==> config.mk <==
export PLATFORM = sky130hd
export DESIGN_NAME = acr_config
export DESIGN_NICKNAME = d
export VERILOG_FILES = /design/src/acr_strobe.v /design/src/acr_config.v
export VERILOG_INCLUDE_DIRS = /design/src
export SDC_FILE = /design/constraint.sdc
export NUM_CORES = 1
export LEC_CHECK = 0
export ABC_AREA = 1
export BUFFER_PORTS_ARGS = -buffer_cell sky130_fd_sc_hd__buf_4
export CAP_MARGIN = 30
export CORE_MARGIN = 10
export CORE_UTILIZATION = 55
export DETAILED_ROUTE_END_ITERATION = 10
export GPL_TIMING_DRIVEN = 1
export PLACE_DENSITY = 0.8
export SETUP_SLACK_MARGIN = 0.1
export SYNTH_ARGS = -nofsm -noshare
export SYNTH_HDL_FRONTEND = slang
export SYNTH_HIERARCHICAL = 1
export SYNTH_SLANG_ARGS = --single-unit
export TNS_END_PERCENT = 30
==> constraint.sdc <==
create_clock -name ref_clk -period 3.5 [get_ports ref_clk]
set_input_delay 0.35 -clock ref_clk [delete_from_list [all_inputs] [get_ports ref_clk]]
set_output_delay 0.35 -clock ref_clk [all_outputs]
set_load 0.005 [all_outputs]
==> src/acr_map.vh <==
/*
  Constants for the configuration register block: field positions,
  routing pattern, reset values and probe encodings.
  Assumes inclusion by bare name from the design files.
*/
`ifndef ACR_MAP_VH
`define ACR_MAP_VH

`define ACR_WORD_W 12
`define ACR_DATA_W 10
`define ACR_DEST_HI 11
`define ACR_DEST_LO 10
`define ACR_DEST_REG0 2'b00
`define ACR_DEST_REG1 2'b01
`define ACR_REG0_RESET 12'h020
`define ACR_REG1_RESET 12'h430
`define ACR_BIT_RESET 0
`define ACR_BIT_SYNC 1
`define ACR_BIT_RW 6
`define ACR_BIT_FMT 7
`define ACR_BIT_OFFSET 8
`define ACR_BIT_PROBE_LO 8
`define ACR_BIT_PROBE_HI 9
`define ACR_PROBE_NORMAL 2'b00
`define ACR_PROBE_TOP 2'b01
`define ACR_PROBE_MID 2'b10
`define ACR_PROBE_BOTTOM 2'b11
`define ACR_CAL_IDLE 2'b00
`define ACR_CAL_WAIT 2'b01
`define ACR_CAL_DONE 2'b10

`endif

==> src/acr_strobe.v <==
/*
  Bus strobe decoder: forms internal read and write strobes from the chip
  selects, read and write pins, and yields a one-cycle write pulse.
  Assumes pins are synchronous to ref_clk.
*/
`timescale 1ns/100ps
module acr_strobe (
  input wire ref_clk,
  input wire rst,
  input wire chip_select_low_active_n,
  input wire chip_select_high_active,
  input wire wr_n,
  input wire rd_n,
  input wire rw_combined,
  output wire rd_int,
  output wire wr_pulse
);
  reg wr_int_d_r;
  wire cs_ok;
  wire wr_int;

  assign cs_ok = ~chip_select_low_active_n & chip_select_high_active;
  // Combined pin: high read, low write; read pin ignored
  assign wr_int = rw_combined ? (cs_ok & ~wr_n) : (cs_ok & ~wr_n & rd_n);
  assign rd_int = rw_combined ? (cs_ok & wr_n) : (cs_ok & ~rd_n & wr_n);
  assign wr_pulse = wr_int & ~wr_int_d_r;

  always @(posedge ref_clk)
  begin
    if (rst)
      wr_int_d_r <= 1'b0;
    else
      wr_int_d_r <= wr_int;
  end
endmodule // acr_strobe

==> src/acr_config.v <==
/*
  Configuration registers zero and one of a pipelined converter: write
  decode, soft reset, sync clear, strobe mode, format, probe select and
  offset calibration with stored-offset subtraction.
  Assumes a synchronous host bus and a converter core that hands results
  with a valid pulse.
*/
// Notes on behaviour
// - Probe field picks normal, top, mid, bottom
// - Register one write-only, pattern bits 11:10 = 01
// - Bit 0 set resets both registers
// - Bit 1 set clears sync generator
// - Bit 6 one: combined read/write pin
// - Bit 6 zero: separate read, write pins
// - Bit 7 zero two's complement, one binary
// - Bit 8 set forces zero input, converts once
// - Stored offset subtracted from later results
// - Chip selects and write strobe latch data
`timescale 1ns/100ps
`include "acr_map.vh"
module acr_config (
  input wire ref_clk,
  input wire rst,
  input wire chip_select_low_active_n,
  input wire chip_select_high_active,
  input wire wr_n,
  input wire rd_n,
  input wire [11:0] data_in,
  input wire conv_valid,
  input wire [9:0] conv_data,
  output reg [11:0] adc_config_zero_r,
  output wire rd_int,
  output wire in_reset,
  output reg sync_gen_clear_r,
  output wire rw_combined,
  output wire output_format_select,
  output wire force_zero_input,
  output reg [1:0] probe_select_r,
  output reg offset_busy_r,
  output reg result_valid_r,
  output reg [9:0] result_r
);
  reg [11:0] adc_config_one_r;
  reg [1:0] cal_state_r;
  reg [1:0] cal_state_nxt;
  reg [9:0] offset_r;
  wire wr_pulse;
  wire [1:0] dest;
  wire wr_reg0;
  wire wr_reg1;
  wire [9:0] corrected;
  wire reg1_reset;
  wire reg1_offset;

  acr_strobe u_strobe (
    .ref_clk(ref_clk),
    .rst(rst),
    .chip_select_low_active_n(chip_select_low_active_n),
    .chip_select_high_active(chip_select_high_active),
    .wr_n(wr_n),
    .rd_n(rd_n),
    .rw_combined(rw_combined),
    .rd_int(rd_int),
    .wr_pulse(wr_pulse)
  );

  assign dest = data_in[`ACR_DEST_HI:`ACR_DEST_LO];
  assign wr_reg0 = wr_pulse & (dest == `ACR_DEST_REG0);
  assign wr_reg1 = wr_pulse & (dest == `ACR_DEST_REG1);
  assign reg1_reset = data_in[`ACR_BIT_RESET];
  assign reg1_offset = data_in[`ACR_BIT_OFFSET];

  assign in_reset = adc_config_one_r[`ACR_BIT_RESET];
  assign rw_combined = adc_config_one_r[`ACR_BIT_RW];
  assign output_format_select = adc_config_one_r[`ACR_BIT_FMT];
  assign force_zero_input = offset_busy_r;

  // Register one, write only, never driven onto the read path
  always @(posedge ref_clk)
  begin
    if (rst)
      adc_config_one_r <= `ACR_REG1_RESET;
    else if (wr_reg1 && reg1_reset)
      adc_config_one_r <= `ACR_REG1_RESET | 12'h001;
    else if (wr_reg1)
      adc_config_one_r <= data_in;
  end

  // Register zero held at default while in reset
  always @(posedge ref_clk)
  begin
    if (rst)
      adc_config_zero_r <= `ACR_REG0_RESET;
    else if ((wr_reg1 && reg1_reset) || (in_reset && !wr_reg1))
      adc_config_zero_r <= `ACR_REG0_RESET;
    else if (wr_reg0)
      adc_config_zero_r <= data_in;
  end

  // Probe select decoded from register zero
  always @(posedge ref_clk)
  begin
    if (rst)
      probe_select_r <= `ACR_PROBE_NORMAL;
    else
      probe_select_r <= adc_config_zero_r[`ACR_BIT_PROBE_HI:`ACR_BIT_PROBE_LO];
  end

  // One-cycle sync generator clear
  always @(posedge ref_clk)
  begin
    if (rst)
      sync_gen_clear_r <= 1'b0;
    else
      sync_gen_clear_r <= wr_reg1 & data_in[`ACR_BIT_SYNC];
  end

  // Offset calibration sequence
  always @*
  begin
    cal_state_nxt = cal_state_r;
    case (cal_state_r)
      `ACR_CAL_IDLE:
      begin
        if (wr_reg1 && reg1_offset && !reg1_reset)
          cal_state_nxt = `ACR_CAL_WAIT;
      end
      `ACR_CAL_WAIT:
      begin
        if (in_reset)
          cal_state_nxt = `ACR_CAL_IDLE;
        else if (conv_valid)
          cal_state_nxt = `ACR_CAL_DONE;
      end
      `ACR_CAL_DONE:
      begin
        if (wr_reg1 && reg1_offset && !reg1_reset)
          cal_state_nxt = `ACR_CAL_WAIT;
        else if (in_reset)
          cal_state_nxt = `ACR_CAL_IDLE;
      end
      default:
        cal_state_nxt = `ACR_CAL_IDLE;
    endcase
  end

  always @(posedge ref_clk)
  begin
    if (rst)
    begin
      cal_state_r <= `ACR_CAL_IDLE;
      offset_busy_r <= 1'b0;
      offset_r <= 10'h000;
    end
    else
    begin
      cal_state_r <= cal_state_nxt;
      offset_busy_r <= (cal_state_nxt == `ACR_CAL_WAIT);
      if (in_reset)
        offset_r <= 10'h000;
      else if (cal_state_r == `ACR_CAL_WAIT && conv_valid)
        offset_r <= conv_data;
    end
  end

  // Offset removal and output format
  assign corrected = conv_data - offset_r;

  always @(posedge ref_clk)
  begin
    if (rst)
    begin
      result_valid_r <= 1'b0;
      result_r <= 10'h000;
    end
    else
    begin
      result_valid_r <= conv_valid & (cal_state_r != `ACR_CAL_WAIT) & ~in_reset;
      if (conv_valid && cal_state_r != `ACR_CAL_WAIT)
        result_r <= output_format_select ? corrected
          : {~corrected[9], corrected[8:0]};
    end
  end
endmodule // acr_config

### Word-level counts from Yosys, hierarchy flattened

Index checks and enable logic that the tools add are counted.

* output and inout bits: 32
* bits in registers: 48
* word-level logic and storage cells: 61
* input port bits: 29

* bitwise operators: 18
* $add $sub $neg: 1
* equality and inequality tests: 5
* reductions and logical operators: 15
* mux-type cells: 11

Operators by type and width (count)
* $and A1 B1 Y1: 12
* $mux W10: 1
* $mux W2: 5
* $sub A10 B10 Y10: 1
* $eq A2 B1 Y1 const B: 3
* $logic_and A1 B1 Y1: 6
* $not A1 Y1: 6
* $pmux W2 S3: 1
* $reduce_or A2 Y1: 3
* $logic_not A2 Y1: 2
* $mux W1: 4
* $eq A2 B2 Y1 const B: 1
* $logic_not A1 Y1: 2
* $ne A2 B1 Y1 const B: 1
* $reduce_bool A2 Y1: 1
* $logic_or A1 B1 Y1: 1

### Longest topological paths before layout

Gate-level depths: netlist of run 1.

* depth in word-level cells: 12
* gate-level depth with buffers: 14
* depth with buffers taken out: 13

### Modules after synthesis

The synthesis of run 1 kept the hierarchy.

By module, submodules not included
* acr_config: area an instance 2047.0 um^2, cells each 282, instances 1, sequential area each 840.8 um^2
* acr_strobe: area an instance 66.3 um^2, cells each 12, instances 1, sequential area each 20.0 um^2

### Worst setup path after synthesis of run 1

No wires, ideal clock.

* kind: input to register
* start: input conv_data[0]
* end: register result_r[4]
* slack: 1.908 ns
* path buffers: 0
* arrival time: 1.477 ns
* setup time: 0.115 ns
* cell stages on the path: 9
* required time: 3.385 ns
* cells stage by stage: inv_1 ha_1 inv_1 fa_1 nand3_1 nand3_1 xor2_1 o21ai_0 inv_1

* word-level cells in the longest chain between the ends: 2

RTL lines
* start, declared: RTL line acr_config.v:30 `input wire [9:0] conv_data,`
* $sub A10 B10 Y10: RTL line acr_config.v:167 `assign corrected = conv_data - offset_r;`
* $mux W10: RTL line acr_config.v:180 `result_r <= output_format_select ? corrected`
* end signal, assigned: RTL line acr_config.v:180
* end, declared: RTL line acr_config.v:41 `output reg [9:0] result_r`

Every way passes these cells.
A chain may end at the register's enable or synchronous reset.

### Worst setup path after layout of run 1

* start: register adc_config_one_r[6]
* end: register adc_config_zero_r[2]

* word-level cells in the longest chain between the ends: 7
* elaborated cells on any way between the ends: 9
* classes of those cells: mux (1); bitwise (3); reduce/logical (5)

RTL lines
* start, declared: RTL line acr_config.v:43 `reg [11:0] adc_config_one_r;`
* start signal, assigned: RTL line acr_config.v:82 `` adc_config_one_r <= `ACR_REG1_RESET; ``
* start signal, assigned: RTL line acr_config.v:84 `` adc_config_one_r <= `ACR_REG1_RESET | 12'h001; ``
* start signal, assigned: RTL line acr_config.v:86 `adc_config_one_r <= data_in;`
* $mux W1 *: RTL line acr_strobe.v:24 `assign wr_int = rw_combined ? (cs_ok & ~wr_n) : (cs_ok & ~wr_n & rd_n);`
* $and A1 B1 Y1 *: RTL line acr_strobe.v:26 `assign wr_pulse = wr_int & ~wr_int_d_r;`
* named net wr_pulse: RTL line acr_config.v:47 `wire wr_pulse;`
* $and A1 B1 Y1: RTL line acr_config.v:69 `` assign wr_reg1 = wr_pulse & (dest == `ACR_DEST_REG1); ``
* $logic_not A1 Y1: RTL line acr_config.v:94 `else if ((wr_reg1 && reg1_reset) || (in_reset && !wr_reg1))`
* $logic_and A1 B1 Y1: RTL line acr_config.v:94
* $logic_or A1 B1 Y1: RTL line acr_config.v:94
* $reduce_or A2 Y1 (no line)
* end signal, assigned: RTL line acr_config.v:93 `` adc_config_zero_r <= `ACR_REG0_RESET; ``
* end signal, assigned: RTL line acr_config.v:95 `` adc_config_zero_r <= `ACR_REG0_RESET; ``
* end signal, assigned: RTL line acr_config.v:97 `adc_config_zero_r <= data_in;`
* end, declared: RTL line acr_config.v:31 `output reg [11:0] adc_config_zero_r,`

Mark *: on every way through the listed nets, which the timed path passes. The rest lies on a longest branch.

==> summary.md, run 1 <==
| Metric | Value |
|---|---|
| GPL Wtd Cong | 0.872 |
| Core area | 3690 um2 |
| Syn_area_per_cell | roughly 7 um2 |
| Seq pwr share | 0.534 |
| Clk_lat worst skew | approximately 300 ps |
| Setup TNS | 0 ps |
| #FFs+latches synth | between 40 and 50 |
| CP cell instances | inv_1, nand2_1, nand3_1, nor2_1, inv_2, nor2_2, nand2_2, inv_4, nand2_2, o21ai_2, inv_2, nand2_2, a21oi_1 |
| Filler Cell Count | between 300 and 400 |
| Initial core utilization | 0.573 |
| Max clock buf depth | 2 |
| Combinational share of power | 0.141 |
| Initial antenna violation count | 0 |
| EDFF count, synth | 0 |
| Switching part of the total | 0.261 |
| Via count | around 2,000 |
| Vias in the first global route | 1,798 |
| CP Launch Type | register |
| Largest net degree at the start of global routing | 21 |
| Commonest non-fill, non-tap cells in the layout | nand2_1, buf_4, inv_1, dfxtp_1, nor2_1 |
| Peak supply drop | between 0.0002 and 0.00025 V |
| Most common cell after layout, fill and taps aside | nand2_1 |
| R2R setup slack | about 1800 ps |
| Cell count after synthesis | between 200 and 300 |
| Type of the worst setup path | register to register |
| Clock group share of total power | 0.325 |
| Mapped Nets | around 330 |
| CP max stage delay | around 380 ps |
| Hold Vio Cnt, Final | 0 |
| Tmin final | about 1700 ps |
| Rows | 22 |
| Worst setup path endpoint | adc_config_zero_r[2] |
| Reg2Reg Depth | 13 |
| Synth warn | 6 |
| Die H | about 80 um |
| Psw | 0.247 mW |
| Placed wire-length estimate | between 4000 and 5000 um |
| Crit-path slowest cell | dfxtp_1 |
| Chip Width | ~80 um |
| Cell internal pwr | roughly 0.70 mW |
| Vias per std cell | around 5.0 |
| CTS Root Cell | clkbuf_8 |
| Seq/Total Area, Yosys | 0.407 |
| Worst path buffer plus inverter count | 4 |
| Full die area | 6720 um2 |
| Pre-antenna DRT Iters | 4 |
| Residual DRC | 0 |
| Cell Pwr Density | 356 nW/um2 |
| Postcts setup bufs | 0 |
| Num Clock Sinks | between 40 and 50 |
| Num CTS Buffers | 5 |
| Wire length of the first global-routing pass | 8220 um |
| Crit path arrival time | approximately 1800 ps |
| I/O pin count | 61 |
| Levels on crit path | 13 |
| Mapped cell area | 2110 um2 |
| CTS Hold Bufs | 0 |
| Area delta synth->final | 26.1% |
| Antenna diodes | 0 |
| RR Endpoint | adc_config_zero_r[2] |
| Crit share post-route | 0.472 |
| # port buffers | 60 |
| Post-cts resize count | 0 |
| Cell Area, Placed | roughly 2600 um2 |
| Worst-path maximum fanout | 11 |
| Max frequency | between 600 and 700 MHz |
| # setup viols final | 0 |
| Post-DR wirelength/cell | approximately 13 um |
| Crit path launch | adc_config_one_r[6] |
| Post-DRT Antenna Nets | 0 |
| Netlist cell types | 30 |
| CTS tree | done |
| Max Slew Vio Count | 0 |
| Layout cells sized above 1 | 0.256 |
| LEAKAGE | roughly 1.3 nW |
| Worst min-delay path category | input port to register |
| Total wire length | 5230 um |
| 1st-iter DRT viols | roughly 130 |
| Fin area | between 2000 and 3000 um2 |
| Ys flop type | dfxtp_1 |
| Critical Path End Type | register |
| GRT Residual Overflow | 0 |
| GRT Total Usage | 0.155 |
| Delay-heaviest family, CP | simple AND/OR/NAND/NOR gates |
| Cell repeated most along the worst path | nand2_2 |
| Clock-pin slew on the worst setup and hold paths | roughly 80 ps |
| Crit path required time | 3680 ps |
| H-tree levels | 2 |
| RSZ-0062 raised after global routing | no |
| Rel. slew slack | 0.541 |
| Async SR Flop Fraction | 0 |
| Max Cap Viol | 0 |
| # nets final | about 390 |
| Status | finished clean |
| Slew @ Worst Pin | roughly 690 ps |
| Reg2reg start | adc_config_one_r[6] |
| Layout Skew | 7.30 ps |
## cells in the mapped netlist, types with 3 or more instances
cell type | n | area share
buf_2 | 3 | 0.0071
nor2_1 | 34 | 0.060
nand3_1 | 15 | 0.036
a21oi_1 | 19 | 0.045
a21oi_2 | 8 | 0.033
ha_1 | 9 | 0.053
dfxtp_1 | 43 | 0.41
nand2_1 | 69 | 0.12
nand2_2 | 3 | 0.0089
nand4_1 | 4 | 0.012
nor2_2 | 4 | 0.012
inv_1 | 43 | 0.076
o21ai_0 | 16 | 0.038
inv_2 | 3 | 0.0053
## power by group through the flow
stage	clock (mW)	sequential (mW)	combinational, mW
3_3_place_gp	0	0.518	0.131
3_5_place_dp	0	0.518	0.133
5_1_grt	0.335	0.508	0.152
2_1_floorplan	0	0.518	0.0723
4_1_cts	0.313	0.506	0.135
6_report	0.309	0.507	0.134
## state kept, by name, summed over array words and instances, names as in the netlist, 2 cells and up
name,cells
result_r,10
offset_r,10
adc_config_zero_r,12
cal_state_r,2
adc_config_one_r,3
probe_select_r,2
## how the worst min path moves through the flow
stage                               startpoint                   end  slack [ps]  cells after the start
final                               data_in[5]  adc_config_zero_r[5]         270                      3
after global routing                data_in[1]      sync_gen_clear_r         290                      3
after floorplan                            rst   u_strobe/wr_int_d_r         420                      1
after detailed placement  adc_config_zero_r[9]     probe_select_r[1]         430                      2
after global placement    adc_config_zero_r[9]     probe_select_r[1]         430                      2
after CTS                           data_in[5]  adc_config_zero_r[5]         280                      3
## area by class of cell
| type | instances | area, um2 | area share |
|---|---|---|---|
| inverters | 47 | 179 | 0.0672 |
| multi-input cells | 196 | 1020 | 0.383 |
| repair buffers | 61 | 458 | 0.172 |
| clock inverters | 2 | 12.5 | 0.00470 |
| flip-flops and latches | 43 | 861 | 0.323 |
| well taps | 48 | 60.1 | 0.0225 |
| clock buffers | 6 | 72.6 | 0.0272 |
## routing by layer
metal | part of all wire | up-vias | wire length [um] | GRT usage
li1 | - | 1045 | - | -
met1 | 0.46 | 881 | 2410 | 0.203
met2 | 0.44 | 62 | 2290 | 0.234
met3 | 0.084 | 9 | 440 | 0.0404
met4 | 0.017 | 0 | 89 | 0.0697
met5 | 0 | - | 0 | 0
## tightest hold or removal path: stages
cell	delay [ps]
buf_4	80
nand2_1	50
nand4_1	80
## cell families after synthesis
group	share of synthesized area
fa+ha+maj	0.0628
compound gates	0.137
flops	0.407
xor+xnor	0.0124
simple gates	0.271
buf+inv	0.110
## through the flow
stage               std cells  hold WS (ps)   util  worst slack, ps  total power [mW]
floorplan                 294           422      -             1910             0.590
global placement          395           429  0.699             1720             0.649
detailed placement        395           432  0.699             1680             0.651
CTS                       403           276  0.722             1840             0.953
global route              403           294  0.722             1660             0.995
finish                    403           275  0.722             1850             0.949
Power figures use the tool's default switching activity.
==> inputs of run 2 (changes only) <==
CORE_UTILIZATION = 51   (was 55)
PLACE_DENSITY = 0.75   (was 0.8)
clock period = 1.7 ns   (was 3.5 ns; I/O delays follow)
==> summary.md, run 2 (synthesis results as in run 1) <==
| Metric | Value |
|---|---|
| Tmin final | 1570 ps (-77.9 ps) |
| Clk_lat worst skew | 300 ps (about the same) |
| Levels on crit path | 11 (-2) |
| Full die area | 7120 um2 (+5.9%) |
| Most common cell after layout, fill and taps aside | nand2_1 |
| Reg2reg start | offset_r[0] |
| 1st-iter DRT viols | 104 (-17%) |
| Antenna diodes | 0 (unchanged) |
| Hold_ws | 89.8 ps (-185 ps) |
| Delay-heaviest family, CP | adder cells |
| Crit path required time | 1910 ps (-1770 ps) |
| CP max stage delay | 410 ps (+30 ps) |
| Pre-CTS setup slack | 32.7 ps (-1650 ps) |
| Crit-path slowest cell | fa_2 |
| Metal-1 WL | 2390 um (-0.91%) |
| Slew @ Worst Pin | 629 ps (-56.5 ps) |
| Residual DRC | 0 (unchanged) |
| GRT Total Usage | 0.148 (-0.00743) |
| R2R setup slack | 130 ps (-1720 ps) |
| GRT Residual Overflow | 0 (unchanged) |
| Rows | 23 (+4.5%) |
| Worst path buffer plus inverter count | 2 (-2) |
| Crit path arrival time | 1780 ps (-50 ps) |
| Num CTS Buffers | 5 (unchanged) |
| Cell Pwr Density | 713 nW/um2 (+100%) |
| Max Cap Viol | 0 (unchanged) |
| Status | finished clean |
| Rel. slew slack | 0.579 (+0.0383) |
| Worst setup path endpoint | result_r[8] |
| Top Layer Used | met4 |
| Max clock buf depth | 2 (unchanged) |
| Placed wire-length estimate | 4100 um (+2.0%) |
| Num Clock Sinks | 43 (unchanged) |
| Post-DRT Antenna Nets | 0 (unchanged) |
| Final worst-path setup slack | 126 ps (-1720 ps) |
| Crit path launch | offset_r[0] |
| Total power | 1.98 mW (+110%) |
| RR Endpoint | result_r[8] |
| Core Util, Final | 0.695 (-0.0268) |
| Largest Register | adc_config_zero_r |
| # setup viols final | 0 (unchanged) |
| Reg2Reg Depth | 11 (-2) |
| Hold Vio Cnt, Final | 0 (unchanged) |
| RSZ-0062 raised after global routing | yes |
| Post-DR wirelength/cell | 13.3 um (+2.7%) |
| CTS Root Cell | clkbuf_8 |
| Wire length of the first global-routing pass | 8870 um (+7.8%) |
| Commonest non-fill, non-tap cells in the layout | nand2_1, buf_4, dfxtp_1 |
| # port buffers | 60 (unchanged) |
| Initial core utilization | 0.528 (-0.0446) |
| Cell Area, Placed | 2600 um2 (+0.97%) |
| Layout cells sized above 1 | 0.311 (+0.0548) |
| Total wire length | 5470 um (+4.5%) |
| Max frequency | 635 MHz (+5.0%) |
| Crit share post-route | 0.926 (+0.454) |
| Vias in the first global route | 1,903 (+5.8%) |
| CP cell instances | ha_4, inv_4, fa_2, nand3_2, nand3_2, nand2_2, nand2_2, nand2_1, nand3_1, nand2_1, inv_1 |
| Worst-path maximum fanout | 3 (-8) |
| Largest regs | adc_config_zero_r: 12 flops, offset_r: 10 flops, result_r: 10 flops |
| Max reg flops | 12 (unchanged) |
| Finished Layout Cells | 410 (+1.7%) |
| Clock-pin slew on the worst setup and hold paths | 90 ps (about the same) |
| WL met2 | 2610 um (+14%) |
| Worst min-delay path category | input port to register |
| Placed insts | 400 (+1.3%) |
| # nets final | 398 (+1.3%) |
| LEAKAGE | 1.30 nW (+2.5%) |
| Die H | 84.4 um (+2.9%) |
| CTS Hold Bufs | 0 (unchanged) |
| CP Launch Type | register |
| I/O pin count | 61 (unchanged) |
| Type of the worst setup path | register to register |
| Layout Skew | 12.4 ps (+5.11 ps) |
| Fin area | 2780 um2 (+4.4%) |
| Metal3 WL | 371 um (-16%) |
| CTS tree | done |
| Pre-antenna DRT Iters | 4 (unchanged) |
| Largest net degree at the start of global routing | 21 (unchanged) |
| H-tree levels | 2 (unchanged) |
| Setup TNS | 0 ps (unchanged) |
| Max Slew Vio Count | 0 (unchanged) |
| Vias per std cell | 5.02 (+1.3%) |
| Peak supply drop | 0.000449 V (+85%) |
| Chip Width | 84.4 um (+2.9%) |
| Area delta synth->final | 31.6% |
| Initial antenna violation count | 0 (unchanged) |
| Filler Cell Count | 354 (+6.9%) |
| Via count | 2,059 (+3.1%) |
| Critical Path End Type | register |
| GPL Wtd Cong | 0.918 (+5.2%) |
| Core area | 4000 um2 (+8.4%) |
==> run 2: worst min path at each step <==
stage                          start              endpoint  cells past startpoint
after global placement    data_in[5]  adc_config_zero_r[5]                      3
final                     data_in[5]  adc_config_zero_r[5]                      3
after detailed placement  data_in[5]  adc_config_zero_r[5]                      3
after CTS                 data_in[5]  adc_config_zero_r[5]                      3
after global routing      data_in[1]      sync_gen_clear_r                      3
after floorplan                  rst   u_strobe/wr_int_d_r                      1
==> run 2: worst reg2reg max path, cell delays in order (launching register included) <==
cell and delay [ps]:
dfxtp_2 350, ha_4 140, inv_4 30, fa_2 410
nand3_2 100, nand3_2 90, nand2_2 100, nand2_2 40
nand2_1 60, nand3_1 60, nand2_1 70, inv_1 30
==> run 2: layer usage <==
layer / global-route usage / up-vias
li1: - / 1059
met1: 0.173 / 927
met2: 0.246 / 65
met3: 0.0512 / 8
met4: 0.0494 / 0
met5: 0 / -
==> run 2: timing repair <==
action	CTS	global route
gates cloned	0	0
endpoints found under the setup margin	2	22
buffers inserted	0	2
pin swaps	0	6
resized for setup	1	21
==> run 2: where the power goes <==
part / leakage, nW / switching [mW] / internal (mW)
Clock: 0.0412 / 0.355 / 0.287
Sequential: 0.350 / 0.0139 / 1.03
Combinational: 0.907 / 0.158 / 0.139
==> run 2: layout make-up <==
class                   count  area, um2  share of cell area
clock buffers               6       72.6              0.0261
clock inverters             2       12.5             0.00450
inverters                  47        181              0.0652
multi-input cells         196       1090               0.394
flip-flops and latches     43        862               0.310
well taps                  50       62.6              0.0225
repair buffers             66        495               0.178
